**config.mk**
```make
export PLATFORM = sky130hd
export DESIGN_NAME = up_down_event_counter
export DESIGN_NICKNAME = d
export VERILOG_FILES = /design/src/counter_pkg.sv /design/src/pulse_qualifier.sv /design/src/up_down_event_counter.sv
export SDC_FILE = /design/constraint.sdc
export NUM_CORES = 1
export LEC_CHECK = 0
export BUFFER_PORTS_ARGS = -buffer_cell sky130_fd_sc_hd__clkbuf_2
export CORE_ASPECT_RATIO = 0.9
export CORE_MARGIN = 2
export CORE_UTILIZATION = 60
export CTS_CLUSTER_DIAMETER = 200
export CTS_CLUSTER_SIZE = 24
export DETAILED_ROUTE_END_ITERATION = 10
export PLACE_DENSITY = 0.81
export SLEW_MARGIN = 0
export SYNTH_ARGS = -nofsm -noshare
export SYNTH_HDL_FRONTEND = slang
export SYNTH_SLANG_ARGS = --single-unit
```
**constraint.sdc**
```tcl
create_clock -name clock -period 3.65 [get_ports clock]
set_input_delay 0.365 -clock clock [delete_from_list [all_inputs] [get_ports clock]]
set_output_delay 0.365 -clock clock [all_outputs]
set_load 0.01 [all_outputs]
```
**src/counter_pkg.sv**
```systemverilog
package counter_pkg;

	localparam int COUNT_W = 16;
	localparam int LEN_W = 33;
	localparam int CTRL_W = 4;
	localparam int EV_W = 5;
	localparam int ADDR_W = 8;
	localparam int DATA_W = 32;
	localparam int CHANNELS = 2;

	// Timing
	localparam longint unsigned CLOCK_HZ = 64'd200000000;
	localparam longint unsigned MIN_SHORT_MS = 64'd100;
	localparam longint unsigned MIN_LONG_MS = 64'd350;
	localparam longint unsigned MAX_HIGH_MS = 64'd30000;
	localparam longint unsigned MIN_SHORT_CYC = (MIN_SHORT_MS * CLOCK_HZ + 64'd999) / 64'd1000;
	localparam longint unsigned MIN_LONG_CYC = (MIN_LONG_MS * CLOCK_HZ + 64'd999) / 64'd1000;
	localparam longint unsigned MAX_HIGH_CYC = (MAX_HIGH_MS * CLOCK_HZ) / 64'd1000;

	// Register offsets
	localparam logic [ADDR_W-1:0] OFS_CTRL = 8'h00;
	localparam logic [ADDR_W-1:0] OFS_UPPER = 8'h04;
	localparam logic [ADDR_W-1:0] OFS_START = 8'h08;
	localparam logic [ADDR_W-1:0] OFS_COUNT = 8'h0C;
	localparam logic [ADDR_W-1:0] OFS_STATUS = 8'h10;
	localparam logic [ADDR_W-1:0] OFS_MASK = 8'h14;

	// Control fields
	localparam int CTRL_UPPER_AUTO = 0;
	localparam int CTRL_LOWER_AUTO = 1;
	localparam int CTRL_ZERO_LONG = 2;
	localparam int CTRL_LOAD_LONG = 3;

	// Count register fields
	localparam int CNTREG_UPPER = 16;
	localparam int CNTREG_LOWER = 17;

	// Status and mask fields
	localparam int EV_UPPER = 0;
	localparam int EV_LOWER = 1;
	localparam int EV_ZERO = 2;
	localparam int EV_LOAD = 3;
	localparam int EV_REJECT = 4;

	// Qualifier channels
	localparam int CH_ZERO = 0;
	localparam int CH_LOAD = 1;

	// Reset values
	localparam logic [CTRL_W-1:0] CTRL_RST = 4'h3;
	localparam logic [COUNT_W-1:0] UPPER_RST = 16'h000A;
	localparam logic [COUNT_W-1:0] START_RST = 16'h0001;
	localparam logic [EV_W-1:0] MASK_RST = 5'h00;

	typedef enum logic [1:0]
	{
		Q_LOW = 2'b00,
		Q_HIGH = 2'b01,
		Q_LONG = 2'b10
	} q_phase_t;

	typedef struct packed
	{
		q_phase_t phase;
		logic [LEN_W-1:0] len;
		logic valid;
		logic reject;
	} qual_state_t;

	typedef struct packed
	{
		logic [ADDR_W-1:0] addr;
		logic [DATA_W-1:0] wdata;
		logic wr;
		logic rd;
	} reg_req_t;

	typedef struct packed
	{
		logic count_up;
		logic count_down;
		logic zero_pulse;
		logic load_pulse;
	} count_in_t;

	typedef struct packed
	{
		logic [CTRL_W-1:0] ctrl;
		logic [COUNT_W-1:0] upper_thr;
		logic [COUNT_W-1:0] start_val;
		logic [COUNT_W-1:0] count;
		logic upper;
		logic lower;
		logic up_prev;
		logic down_prev;
		logic [EV_W-1:0] status;
		logic [EV_W-1:0] mask;
		logic irq;
		logic [DATA_W-1:0] rdata;
	} cnt_state_t;

endpackage

```
**src/pulse_qualifier.sv**
```systemverilog
module pulse_qualifier
	import counter_pkg::*;
(
	input wire logic clock,
	input wire logic nrst,
	input wire logic ce,
	input wire logic level,
	input wire logic [LEN_W-1:0] min_cyc,
	input wire logic [LEN_W-1:0] max_cyc,
	output logic valid,
	output logic reject
);

	qual_state_t st;
	qual_state_t next_st;

	always_comb
	begin
		next_st = st;
		next_st.valid = 1'b0;
		next_st.reject = 1'b0;
		case (st.phase)
			Q_LOW:
			begin
				if (level)
				begin
					next_st.phase = Q_HIGH;
					next_st.len = LEN_W'(1);
				end
			end
			Q_HIGH:
			begin
				if (level)
				begin
					if (st.len >= max_cyc)
						next_st.phase = Q_LONG;
					else
						next_st.len = LEN_W'(st.len + LEN_W'(1));
				end
				else
				begin
					next_st.phase = Q_LOW;
					next_st.valid = (st.len >= min_cyc);
					next_st.reject = (st.len < min_cyc);
				end
			end
			Q_LONG:
			begin
				// Over-long pulse dropped at its falling edge
				if (!level)
				begin
					next_st.phase = Q_LOW;
					next_st.reject = 1'b1;
				end
			end
			default:
				next_st.phase = Q_LOW;
		endcase
	end

	always_ff @(posedge clock or negedge nrst)
	begin
		if (!nrst)
			st <= '{phase: Q_LOW, len: '0, valid: 1'b0, reject: 1'b0};
		else if (ce)
			st <= next_st;
	end

	assign valid = st.valid;
	assign reject = st.reject;
endmodule

```
**src/up_down_event_counter.sv**
```systemverilog
// Function
// - Auto upper: one-cycle flag, then clear count
// - Manual upper: flag held, up counts ignored
// - Auto lower: one-cycle flag, then load start
// - Manual lower: flag held, down counts ignored
// - Reset/load beat counting; reset wins; flags low
// - Only rising input edges count
// - Flags rise in the cycle threshold reached
// - Up edge adds one, down subtracts one
// - Simultaneous up and down edges: no change
// - Control pulse valid only within width window
// - Valid load pulse sets count to start
//
// The register offsets and the address-and-strobe port were decided locally.
module up_down_event_counter
	import counter_pkg::*;
#(
	parameter longint unsigned MIN_SHORT_CYCLES = MIN_SHORT_CYC,
	parameter longint unsigned MIN_LONG_CYCLES = MIN_LONG_CYC,
	parameter longint unsigned MAX_HIGH_CYCLES = MAX_HIGH_CYC
)
(
	input wire logic clock,
	input wire logic nrst,
	input wire logic ce,
	input wire count_in_t count_in,
	input wire reg_req_t reg_req,
	output logic [DATA_W-1:0] rdata,
	output logic upper_flag,
	output logic lower_flag,
	output logic [COUNT_W-1:0] count_value,
	output logic irq
);

	cnt_state_t st;
	cnt_state_t next_st;
	logic [CHANNELS-1:0] ch_level;
	logic [CHANNELS-1:0] ch_long;
	logic [CHANNELS-1:0] ch_valid;
	logic [CHANNELS-1:0] ch_reject;
	logic up_e;
	logic down_e;
	logic zero_v;
	logic load_v;
	logic [EV_W-1:0] events;
	logic [EV_W-1:0] clear_bits;

	assign ch_level[CH_ZERO] = count_in.zero_pulse;
	assign ch_level[CH_LOAD] = count_in.load_pulse;
	assign ch_long[CH_ZERO] = st.ctrl[CTRL_ZERO_LONG];
	assign ch_long[CH_LOAD] = st.ctrl[CTRL_LOAD_LONG];

	genvar ch;
	generate
		for (ch = 0; ch < CHANNELS; ch++)
		begin : g_qual
			pulse_qualifier u_qual
			(
				.clock(clock),
				.nrst(nrst),
				.ce(ce),
				.level(ch_level[ch]),
				.min_cyc(ch_long[ch] ? LEN_W'(MIN_LONG_CYCLES) : LEN_W'(MIN_SHORT_CYCLES)),
				.max_cyc(LEN_W'(MAX_HIGH_CYCLES)),
				.valid(ch_valid[ch]),
				.reject(ch_reject[ch])
			);
		end
	endgenerate

	assign zero_v = ch_valid[CH_ZERO];
	assign load_v = ch_valid[CH_LOAD];
	assign up_e = count_in.count_up & ~st.up_prev;
	assign down_e = count_in.count_down & ~st.down_prev;

	always_comb
	begin
		next_st = st;
		next_st.up_prev = count_in.count_up;
		next_st.down_prev = count_in.count_down;
		// Manual flags stay while the count is untouched
		next_st.upper = st.upper & ~st.ctrl[CTRL_UPPER_AUTO];
		next_st.lower = st.lower & ~st.ctrl[CTRL_LOWER_AUTO];
		if (zero_v)
		begin
			next_st.count = '0;
			next_st.upper = 1'b0;
			next_st.lower = 1'b0;
		end
		else if (load_v)
		begin
			next_st.count = st.start_val;
			next_st.upper = 1'b0;
			next_st.lower = 1'b0;
		end
		else if (st.upper && st.ctrl[CTRL_UPPER_AUTO])
		begin
			next_st.count = '0;
			next_st.upper = 1'b0;
			next_st.lower = 1'b0;
		end
		else if (st.lower && st.ctrl[CTRL_LOWER_AUTO])
		begin
			next_st.count = st.start_val;
			next_st.upper = 1'b0;
			next_st.lower = 1'b0;
		end
		else if (up_e && down_e)
		begin
			next_st.count = st.count;
		end
		else if (up_e)
		begin
			if (st.count == st.upper_thr)
			begin
				// At threshold further up edges are absorbed
				next_st.upper = 1'b1;
			end
			else
			begin
				next_st.count = COUNT_W'(st.count + COUNT_W'(1));
				next_st.upper = (COUNT_W'(st.count + COUNT_W'(1)) == st.upper_thr);
				next_st.lower = 1'b0;
			end
		end
		else if (down_e)
		begin
			if (st.count == '0)
			begin
				next_st.lower = 1'b1;
			end
			else
			begin
				next_st.count = COUNT_W'(st.count - COUNT_W'(1));
				next_st.lower = (COUNT_W'(st.count - COUNT_W'(1)) == '0);
				next_st.upper = 1'b0;
			end
		end

		// Register writes
		clear_bits = '0;
		if (reg_req.wr)
		begin
			case (reg_req.addr)
				OFS_CTRL: next_st.ctrl = reg_req.wdata[CTRL_W-1:0];
				OFS_UPPER: next_st.upper_thr = reg_req.wdata[COUNT_W-1:0];
				OFS_START: next_st.start_val = reg_req.wdata[COUNT_W-1:0];
				OFS_STATUS: clear_bits = reg_req.wdata[EV_W-1:0];
				OFS_MASK: next_st.mask = reg_req.wdata[EV_W-1:0];
				default: clear_bits = '0;
			endcase
		end

		// Events; a set in the clear cycle survives
		events = '0;
		events[EV_UPPER] = next_st.upper & ~st.upper;
		events[EV_LOWER] = next_st.lower & ~st.lower;
		events[EV_ZERO] = zero_v;
		events[EV_LOAD] = load_v;
		events[EV_REJECT] = |ch_reject;
		next_st.status = (st.status & ~clear_bits) | events;
		next_st.irq = |(next_st.status & next_st.mask);

		// Read data one cycle after the strobe
		next_st.rdata = '0;
		if (reg_req.rd)
		begin
			case (reg_req.addr)
				OFS_CTRL: next_st.rdata = DATA_W'(st.ctrl);
				OFS_UPPER: next_st.rdata = DATA_W'(st.upper_thr);
				OFS_START: next_st.rdata = DATA_W'(st.start_val);
				OFS_COUNT:
				begin
					next_st.rdata = DATA_W'(st.count);
					next_st.rdata[CNTREG_UPPER] = st.upper;
					next_st.rdata[CNTREG_LOWER] = st.lower;
				end
				OFS_STATUS: next_st.rdata = DATA_W'(st.status);
				OFS_MASK: next_st.rdata = DATA_W'(st.mask);
				default: next_st.rdata = '0;
			endcase
		end
	end

	always_ff @(posedge clock or negedge nrst)
	begin
		if (!nrst)
		begin
			st <= '{ctrl: CTRL_RST, upper_thr: UPPER_RST, start_val: START_RST, count: '0,
				upper: 1'b0, lower: 1'b0, up_prev: 1'b0, down_prev: 1'b0,
				status: '0, mask: MASK_RST, irq: 1'b0, rdata: '0};
		end
		else if (ce)
		begin
			st <= next_st;
		end
	end

	assign rdata = st.rdata;
	assign upper_flag = st.upper;
	assign lower_flag = st.lower;
	assign count_value = st.count;
	assign irq = st.irq;
endmodule

```
==> results of run 1 <==
## routing by layer
layer,track usage,wire length (um),part of all wire
met2,0.4709,12450,0.47
met4,0.1112,684,0.026
met1,0.4013,11430,0.43
met5,0,0,0
met3,0.05322,1740,0.066
## layout make-up
| cell class | instances | area [um^2] |
|---|---|---|
| fillers | 1334 | 5644 |
| inverters | 34 | 127.6 |
| clock buffers | 22 | 494.2 |
| multi-input cells | 836 | 5662 |
| clock inverters | 9 | 155.1 |
| repair buffers | 95 | 559.3 |
| flip-flops and latches | 159 | 3985 |
| well taps | 211 | 264.0 |
## worst max-delay path: stages, from the launching register on
cell and delay [ns]:
dfrtp_1 0.35, ha_1 0.30, nand3_1 0.22, or2_2 0.42
nor3_1 0.39, xor2_1 0.11, a2111oi_0 0.37, a31oi_1 0.28
or3_1 0.41, a21oi_1 0.16
## Yosys cell counts (20+ instances only)
master	n	share of area
and3_1	21	0.013
nor3_1	23	0.011
mux2_2	57	0.062
dfrtp_1	154	0.37
nand3_1	37	0.018
a21oi_1	42	0.020
buf_4	48	0.035
xor2_1	36	0.030
xnor2_1	40	0.034
ha_1	32	0.039
o2bb2ai_1	21	0.018
o21ai_0	55	0.027
inv_1	33	0.012
nor2_1	96	0.035
a22oi_1	20	0.014
nand4_1	21	0.013
clkbuf_1	51	0.018
nand2_1	108	0.039
## final timing paths
path                                 end  slack, ns  cells past startpoint
worst max-delay path                 irq       0.57                      9
worst min-delay path              st[34]       0.02                      1
worst max register to register       irq       0.57                      9
worst min register to register  rdata[2]       0.49                      1
max in group asynchronous         st[74]       2.81                      2
min in group clock                st[43]       0.18                      2
## kinds of logic (layout without fill, tap and decap cells)
kind of cell    count (synthesis)  count (layout)
mux                            74              74
other cells                     1              14
buf+inv                       147             160
xor+xnor                       76              76
simple gates                  401             401
flops                         159             159
compound gates                239             239
fa+ha+maj                      32              32
## flip-flops by register name, summed over array words and instances, names as in the netlist
name / flops
g_qual.u_qual.st: 70
count_value: 16
rdata: 18
g_qual.u_qual.valid: 2
g_qual.u_qual.reject: 2
lower_flag: 1
irq: 1
ch_long: 2
upper_flag: 1
st: 46
## through the flow
stage	instance area [um^2]	setup WS, ns	cells	hold WS, ns
4_1_cts	11250	0.7330	1366	0.05649
6_report	11250	0.5706	1366	0.01585
3_5_place_dp	10600	0.7507	1335	0.4803
5_1_grt	11250	0.4959	1366	0.08501
2_1_floorplan	10410	1.025	1142	0.06941
3_3_place_gp	10600	0.8367	1335	0.4740
## where the power goes
group	internal (mW)	switching, mW	total, mW
sequential	1.93	0.316	2.25
combinational	0.801	1.20	2.00
clock	1.23	0.727	1.96
total	3.97	2.24	6.21
## cells in the final DEF (no fill, tap or decap), types with 8 or more instances in the layout
cell type and n:
nand4_1 21, nor3_1 23, a211oi_1 8, nor2b_1 11, o211ai_1 8, or3_1 15, inv_1 33, buf_4 25
and3_1 21, clkbuf_16 17, nand2_1 108, a21oi_1 42, xor2_1 36, nor2_1 96, mux2_2 57, clkbuf_2 68
nand3_1 37, a31oi_1 11, xnor2_1 40, dfrtp_1 154, o21ai_0 55, nor4_1 19, o2bb2ai_1 21, a32oi_1 8
ha_1 32, a22oi_1 20, mux2i_1 15, conb_1 14
==> flow_summary_export.csv, run 1 <==
group,metric,value,unit
logic_synthesis,synth_top_family_by_area,"simple AND/OR/NAND/NOR gates",
routing,vias_per_cell,6.485,
routing,detail-route-antenna-nets,0,
logic_synthesis,synth-xor-area-share,0.06427,
sta,tightest_slew,0.8645,ns
clocking,hold_buffers,0,
die,dieArea,18330,um^2
critical_path,path_class,"flip-flop to flip-flop",
logic_synthesis,synthCells,1129,
sta,hold_viol,0,
pwr,ir_drop,0.0004116,V
placement,place.port_buffers,69,
clocking,ctsLongestPathBuffers,2,
die,core,16890,um^2
global_routing,grt_start_max_net_pins,93,
min_path,hp-class,"input pin to async pin",
routing,first_iter_violations,752,
clocking,htree_levels,4,
sta,final.setup.tns,0,ns
clocking,cts_root_buf,"clkbuf_16",
routing,drtPass1Iterations,5,
placement,gp_congestion,0.9480,
clocking,ctsResizeCount,0,
flow_run,max_cap_viol_count,0,
logic_synthesis,synth_area,10360,um^2
final_layout,antennaDiodeCount,0,
clocking,numCtsBuffers,17,
clocking,clock_latency,0.43,ns
logic_synthesis,synth-seq-cells,159,
critical_path,rr_startpoint,"count_value[0]",
critical_path,crit_path_end_kind,"flip-flop",
sta,finClkSkew,0.008109,ns
routing,wl_per_cell,19.25,um
logic_synthesis,seq_area_frac_synth,0.3848,
final_layout,final_nets,1224,
logic_synthesis,synth-adder-area-share,0.03866,
clocking,cts_sinks,159,
die,row_count,45,
logic_synthesis,ys_async_sr_fraction,1.000,
logic_synthesis,yosysUniqueCellTypes,83,
critical_path,crit_start,"count_value[0]",
global_routing,grt_pass1_wl,42.80,mm
die,dieWidth,142.5,um
logic_synthesis,yosys_warnings,0,
pwr,p_total,6.209,mW
logic_synthesis,synth_ff_type,"dfrtp_1",
critical_path,critPathMaxFanout,7,
clocking,cts_tree,"yes",
routing,num_vias,8859,
global_routing,grt_pass1_vias,8435,
logic_synthesis,synth-compound-area-share,0.1609,
global_routing,antenna_found_initial,0,
sta,fmax,0.3247,GHz
global_routing,grtUsageTotal,0.2935,
sta,setup_violations,0,
sta,rsz0062_at_grt,"false",
pwr,power_per_cell_area,552.0,nW/um^2
logic_synthesis,synth_edf_count,0,
clocking,post_cts_buffers,0,
sta,period_share,0.8437,
logic_synthesis,muxShareOfSynthArea,0.08083,
routing,drc,0,
logic_synthesis,avgSynthCellArea,9.173,um^2
sta,slew_viol_final,0,
final_layout,final_core_util,0.6659,
critical_path,required,4.00,ns
die,initial_core_util,0.6131,
critical_path,arrival,3.43,ns
die,floorplan.io_pins,100,
sta,slew_headroom,0.4237,
pwr,p_leak,5.120,nW
final_layout,drive_gt1_frac,0.1810,
logic_synthesis,synth-simple-area-share,0.1969,
status,outcome,"completed",
final_layout,area_growth,8.602,%
global_routing,grt_overflow,0,
die,fp.dieH,128.6,um
clocking,path_clk_slew,0.06,ns
placement,dp_hpwl,18.25,mm
sta,finalCriticalPeriod,3.079,ns
critical_path,start_kind,"flip-flop",
routing,drt-total-wl,26.30,mm
Power figures use the tool's default switching activity.
==> inputs of run 2 (changes only) <==
- CORE_UTILIZATION: 60 -> 55
- PLACE_DENSITY: 0.81 -> 0.78
- clock period: 3.65 -> 2.81 ns (I/O delays scaled with it)
==> flow_summary_export.csv, run 2 (same netlist as run 1, synthesis figures left out) <==
group,metric,value,unit
critical_path,path_buf_inv,0,
routing,first_iter_violations,780,
sta,final.setup.tns,0,ns
critical_path,arrival,3.04,ns
final_layout,top_register,"g_qual.u_qual.st",
routing,met2_length,12.52,mm
min_path,hp-start,"reg_req[14]",
final_layout,final_nets,1262,
die,dieWidth,148.6,um
final_layout,layout_common_cells,"dfrtp_1 (153), nand2_1 (107), nor2_1 (96)",
clocking,ctsLongestPathBuffers,2,
min_path,hp-class,"input pin to flip-flop",
global_routing,grt_pass1_wl,43.46,mm
critical_path,path_cells,"ha_1 > nand3_1 > or2_2 > nor3_2 > xor2_1 > a2111oi_0 > a31oi_1 > or3_1 > a21oi_1",
global_routing,grt_start_max_net_pins,76,
sta,setup_ws,0.1281,ns
critical_path,slowest_delay,0.43,ns
pwr,p_total,8.113,mW
final_layout,drive_gt1_frac,0.2094,
critical_path,crit_family,"simple AND/OR/NAND/NOR gates",
placement,dp_hpwl,19.35,mm
sta,period_share,0.9544,
final_layout,antennaDiodeCount,0,
final_layout,area_growth,11.53,%
critical_path,rrSetupSlack,0.13,ns
clocking,post_cts_buffers,0,
die,fp.dieH,134.2,um
sta,finClkSkew,0.01061,ns
sta,tightest_slew,0.7565,ns
final_layout,postLayoutCellArea,11550,um^2
min_path,hold_end,"st[91]",
die,dieArea,19940,um^2
routing,vias_per_cell,6.111,
critical_path,required,3.17,ns
pwr,p_leak,5.288,nW
sta,whs,0.09372,ns
critical_path,crit_path_end_kind,"flip-flop",
clocking,cts_tree,"yes",
critical_path,critPathMaxFanout,7,
die,row_count,47,
sta,hold_viol,0,
global_routing,antenna_found_initial,0,
routing,drc,0,
clocking,cts_root_buf,"clkbuf_16",
routing,drt-total-wl,26.82,mm
routing,topRoutingLayerUsed,"met4",
routing,drtPass1Iterations,7,
global_routing,grtUsageTotal,0.2729,
routing,detail-route-antenna-nets,0,
routing,num_vias,8794,
routing,wl_met1,12.11,mm
final_layout,final_common_cell,"dfrtp_1",
sta,slew_viol_final,0,
routing,wl_per_cell,18.64,um
status,outcome,"completed",
placement,place_ws,0.1122,ns
die,floorplan.io_pins,100,
routing,wl_met3,1.560,mm
placement,place_inst,1406,
clocking,cts_sinks,159,
critical_path,r2r_end,"irq",
clocking,numCtsBuffers,17,
global_routing,grt_pass1_vias,8508,
final_layout,final_core_util,0.6275,
pwr,power_per_cell_area,702.5,nW/um^2
final_layout,largest_reg_flops,70,
die,core,18410,um^2
critical_path,path_class,"flip-flop to flip-flop",
flow_run,max_cap_viol_count,0,
pwr,ir_drop,0.0004705,V
critical_path,crit_path_top_delay_cell,"or2_2",
clocking,path_clk_slew,0.07,ns
critical_path,rr_startpoint,"count_value[0]",
clocking,clock_latency,0.44,ns
critical_path,start_kind,"flip-flop",
clocking,htree_levels,4,
sta,slew_headroom,0.4826,
sta,fmax,0.3729,GHz
critical_path,reg2reg_depth,9,
sta,setup_violations,0,
placement,place.port_buffers,69,
final_layout,finalNonFillerCells,1439,
min_path,min_delay_path_depth,2,
sta,finalCriticalPeriod,2.682,ns
die,initial_core_util,0.5626,
global_routing,grt_overflow,0,
placement,post_dp_cell_area,10930,um^2
placement,gp_congestion,0.9378,
==> run 2: worst reg2reg max path, cell delays in order (launching register included) <==
cell,delay [ns]
dfrtp_1,0.35
ha_1,0.20
nand3_1,0.17
or2_2,0.43
nor3_2,0.25
xor2_1,0.10
a2111oi_0,0.32
a31oi_1,0.25
or3_1,0.40
a21oi_1,0.15
==> run 2: how the worst max path moves through the flow <==
stage                                 start                      end  depth (start not counted)
global placement    g_qual[0].u_qual.st[22]  g_qual[0].u_qual.st[23]                          8
floorplan                    count_value[0]                      irq                         10
global route                 count_value[0]                      irq                          9
CTS                          count_value[0]                      irq                          9
detailed placement              reg_req[35]                      irq                          8
finish                       count_value[0]                      irq                          9
==> run 2: area by class of cell <==
cell class,count,area (um^2)
well taps,245,306.5
inverters,34,127.6
repair buffers,133,859.6
clock inverters,14,165.2
multi-input cells,836,5675
flip-flops and latches,159,3986
clock buffers,18,429.2
fillers,1526,6857
==> run 2: per-layer routing <==
metal | global-route usage | up-vias
li1 | - | 4141
met1 | 0.3848 | 4290
met2 | 0.4324 | 318
met3 | 0.04286 | 45
met4 | 0.09259 | 0
met5 | 0 | -
==> run 2: timing repair <==
item / in CTS / in global routing
hold buffers: 1 / 0
setup endpoints to repair: 0 / 5
resized for setup: 0 / 4
hold endpoints to repair: 70 / 0
==> run 2: power by group <==
group | internal [mW] | switching (mW)
Clock | 1.40 | 0.982
Combinational | 1.21 | 1.68
Sequential | 2.51 | 0.336
==> inputs of run 3 (changes only) <==
- MAX_ROUTING_LAYER: unset -> met4
==> flow_summary_export.csv, run 3 (same netlist as run 1, synthesis figures left out) <==
group,metric,value,unit
status,outcome,"completed",
pwr,p_sw,3.011,mW
final_layout,area_growth,11.78,%
clocking,cts_root_buf,"clkbuf_16",
pwr,ir_drop,0.0004653,V
critical_path,slowest_delay,0.46,ns
sta,period_share,0.9718,
routing,first_iter_violations,832,
clocking,cts_sinks,159,
global_routing,grt_pass1_vias,8455,
final_layout,final_nets,1266,
flow_run,max_cap_viol_count,0,
clocking,cts_tree,"yes",
die,row_count,47,
critical_path,crit_family,"simple AND/OR/NAND/NOR gates",
pwr,power_per_cell_area,698.7,nW/um^2
critical_path,path_buf_inv,1,
global_routing,grt_pass1_wl,43.37,mm
placement,dp_hpwl,19.35,mm
die,dieWidth,148.6,um
critical_path,critPathMaxFanout,10,
die,core,18410,um^2
pwr,pwr-share-clk,0.288,
critical_path,crit_path_end_kind,"flip-flop",
clocking,htree_levels,4,
routing,drt-total-wl,26.86,mm
routing,drc,0,
final_layout,top_register,"g_qual.u_qual.st",
sta,slew_headroom,0.5629,
final_layout,final_common_cell,"dfrtp_1",
clocking,path_clk_slew,0.07,ns
routing,vias_per_cell,6.182,
die,initial_core_util,0.5626,
clocking,clock_latency,0.43,ns
clocking,numCtsBuffers,17,
sta,finalCriticalPeriod,2.731,ns
pwr,p_sw_frac,0.3723,
clocking,post_cts_buffers,0,
final_layout,layout_common_cells,"dfrtp_1 (154), nand2_1 (108), nor2_1 (96)",
placement,gp_congestion,0.9664,
pwr,p_total,8.089,mW
critical_path,crit_path_top_delay_cell,"dfrtp_1",
pwr,p_leak,5.296,nW
final_layout,fillerInstances,1489,
routing,drtPass1Iterations,5,
pwr,combinationalPowerShare,0.360,
global_routing,grt_start_max_net_pins,63,
die,dieArea,19940,um^2
pwr,power.internal,5.078,mW
critical_path,required,3.11,ns
critical_path,start_kind,"flip-flop",
die,fp.dieH,134.2,um
global_routing,grtUsageTotal,0.2805,
clocking,ctsLongestPathBuffers,2,
sta,finClkSkew,0.01383,ns
routing,detail-route-antenna-nets,0,
sta,rsz0062_at_grt,"true",
sta,tightest_slew,0.6392,ns
routing,num_vias,8927,
sta,slew_viol_final,0,
final_layout,largest_reg_flops,70,
critical_path,path_class,"flip-flop to flip-flop",
global_routing,antenna_found_initial,1,
critical_path,arrival,3.03,ns
critical_path,path_cells,"buf_4 > nor4_4 > nand2_1 > or3_1 > nor4_1 > o221ai_1 > a32oi_1 > o21ai_0",
sta,setup_ws,0.07935,ns
routing,wl_per_cell,18.60,um
global_routing,grt_overflow,0,
pwr,seqPwrFrac,0.351,
min_path,hp-class,"input pin to flip-flop",
sta,setup_violations,0,
sta,hold_viol,0,
sta,fmax,0.3662,GHz
final_layout,drive_gt1_frac,0.2095,
sta,whs,0.09338,ns
placement,place_ws,0.1034,ns
placement,place.port_buffers,69,
die,floorplan.io_pins,100,
[run 3: worst paths after layout]
check	startpoint	end	slack, ns	cells after the start
max	count_value[3]	count_value[14]	0.08	8
min in group asynchronous	nrst	st[39]	0.41	2
max in group asynchronous	nrst	g_qual[1].u_qual.st[32]	1.59	3
max reg2reg	count_value[3]	count_value[14]	0.08	8
min reg2reg	rdata[10]	rdata[10]	0.49	1
min	reg_req[14]	st[91]	0.09	2
[run 3: metal layers]
layer / vias to the layer above / global-route usage / share of wire
met5: - / - / 0
met1: 4363 / 0.3857 / 0.44
li1: 4156 / - / -
met2: 370 / 0.4308 / 0.48
met4: 0 / 0.08730 / 0.016
met3: 38 / 0.04388 / 0.061
[run 3: power by group through the flow]
stage | registers (mW) | clock network [mW] | logic (mW)
3_5_place_dp | 2.87 | 0 | 2.85
5_1_grt | 2.87 | 2.46 | 3.18
6_report | 2.84 | 2.33 | 2.91
4_1_cts | 2.83 | 2.36 | 2.88
3_3_place_gp | 2.86 | 0 | 2.81
2_1_floorplan | 2.74 | 0 | 2.07
[run 3: per-stage QoR]
step                std cells   TNS, ns  cell area, um^2    util
floorplan                1142         0            10410       -
global route             1444  -0.06918            11580  0.6289
CTS                      1443         0            11550  0.6278
finish                   1444         0            11580  0.6289
global placement         1410         0            10960  0.5955
detailed placement       1410         0            10960  0.5955
[run 3: area by class of cell]
type,instances,area [um^2],share of cell area
clock buffers,21,450.4,0.03891
flip-flops and latches,159,3985,0.3442
repair buffers,137,889.6,0.07685
multi-input cells,836,5680,0.4907
well taps,245,306.5,0.02648
diodes,1,2.502,0.0002162
inverters,34,127.6,0.01102
clock inverters,11,133.9,0.01157
[run 3: repair_timing]
action	CTS	global route
endpoints found under the setup margin	0	13
hold buffers	1	0
endpoints found under the hold margin	54	0
gates resized for setup	0	4
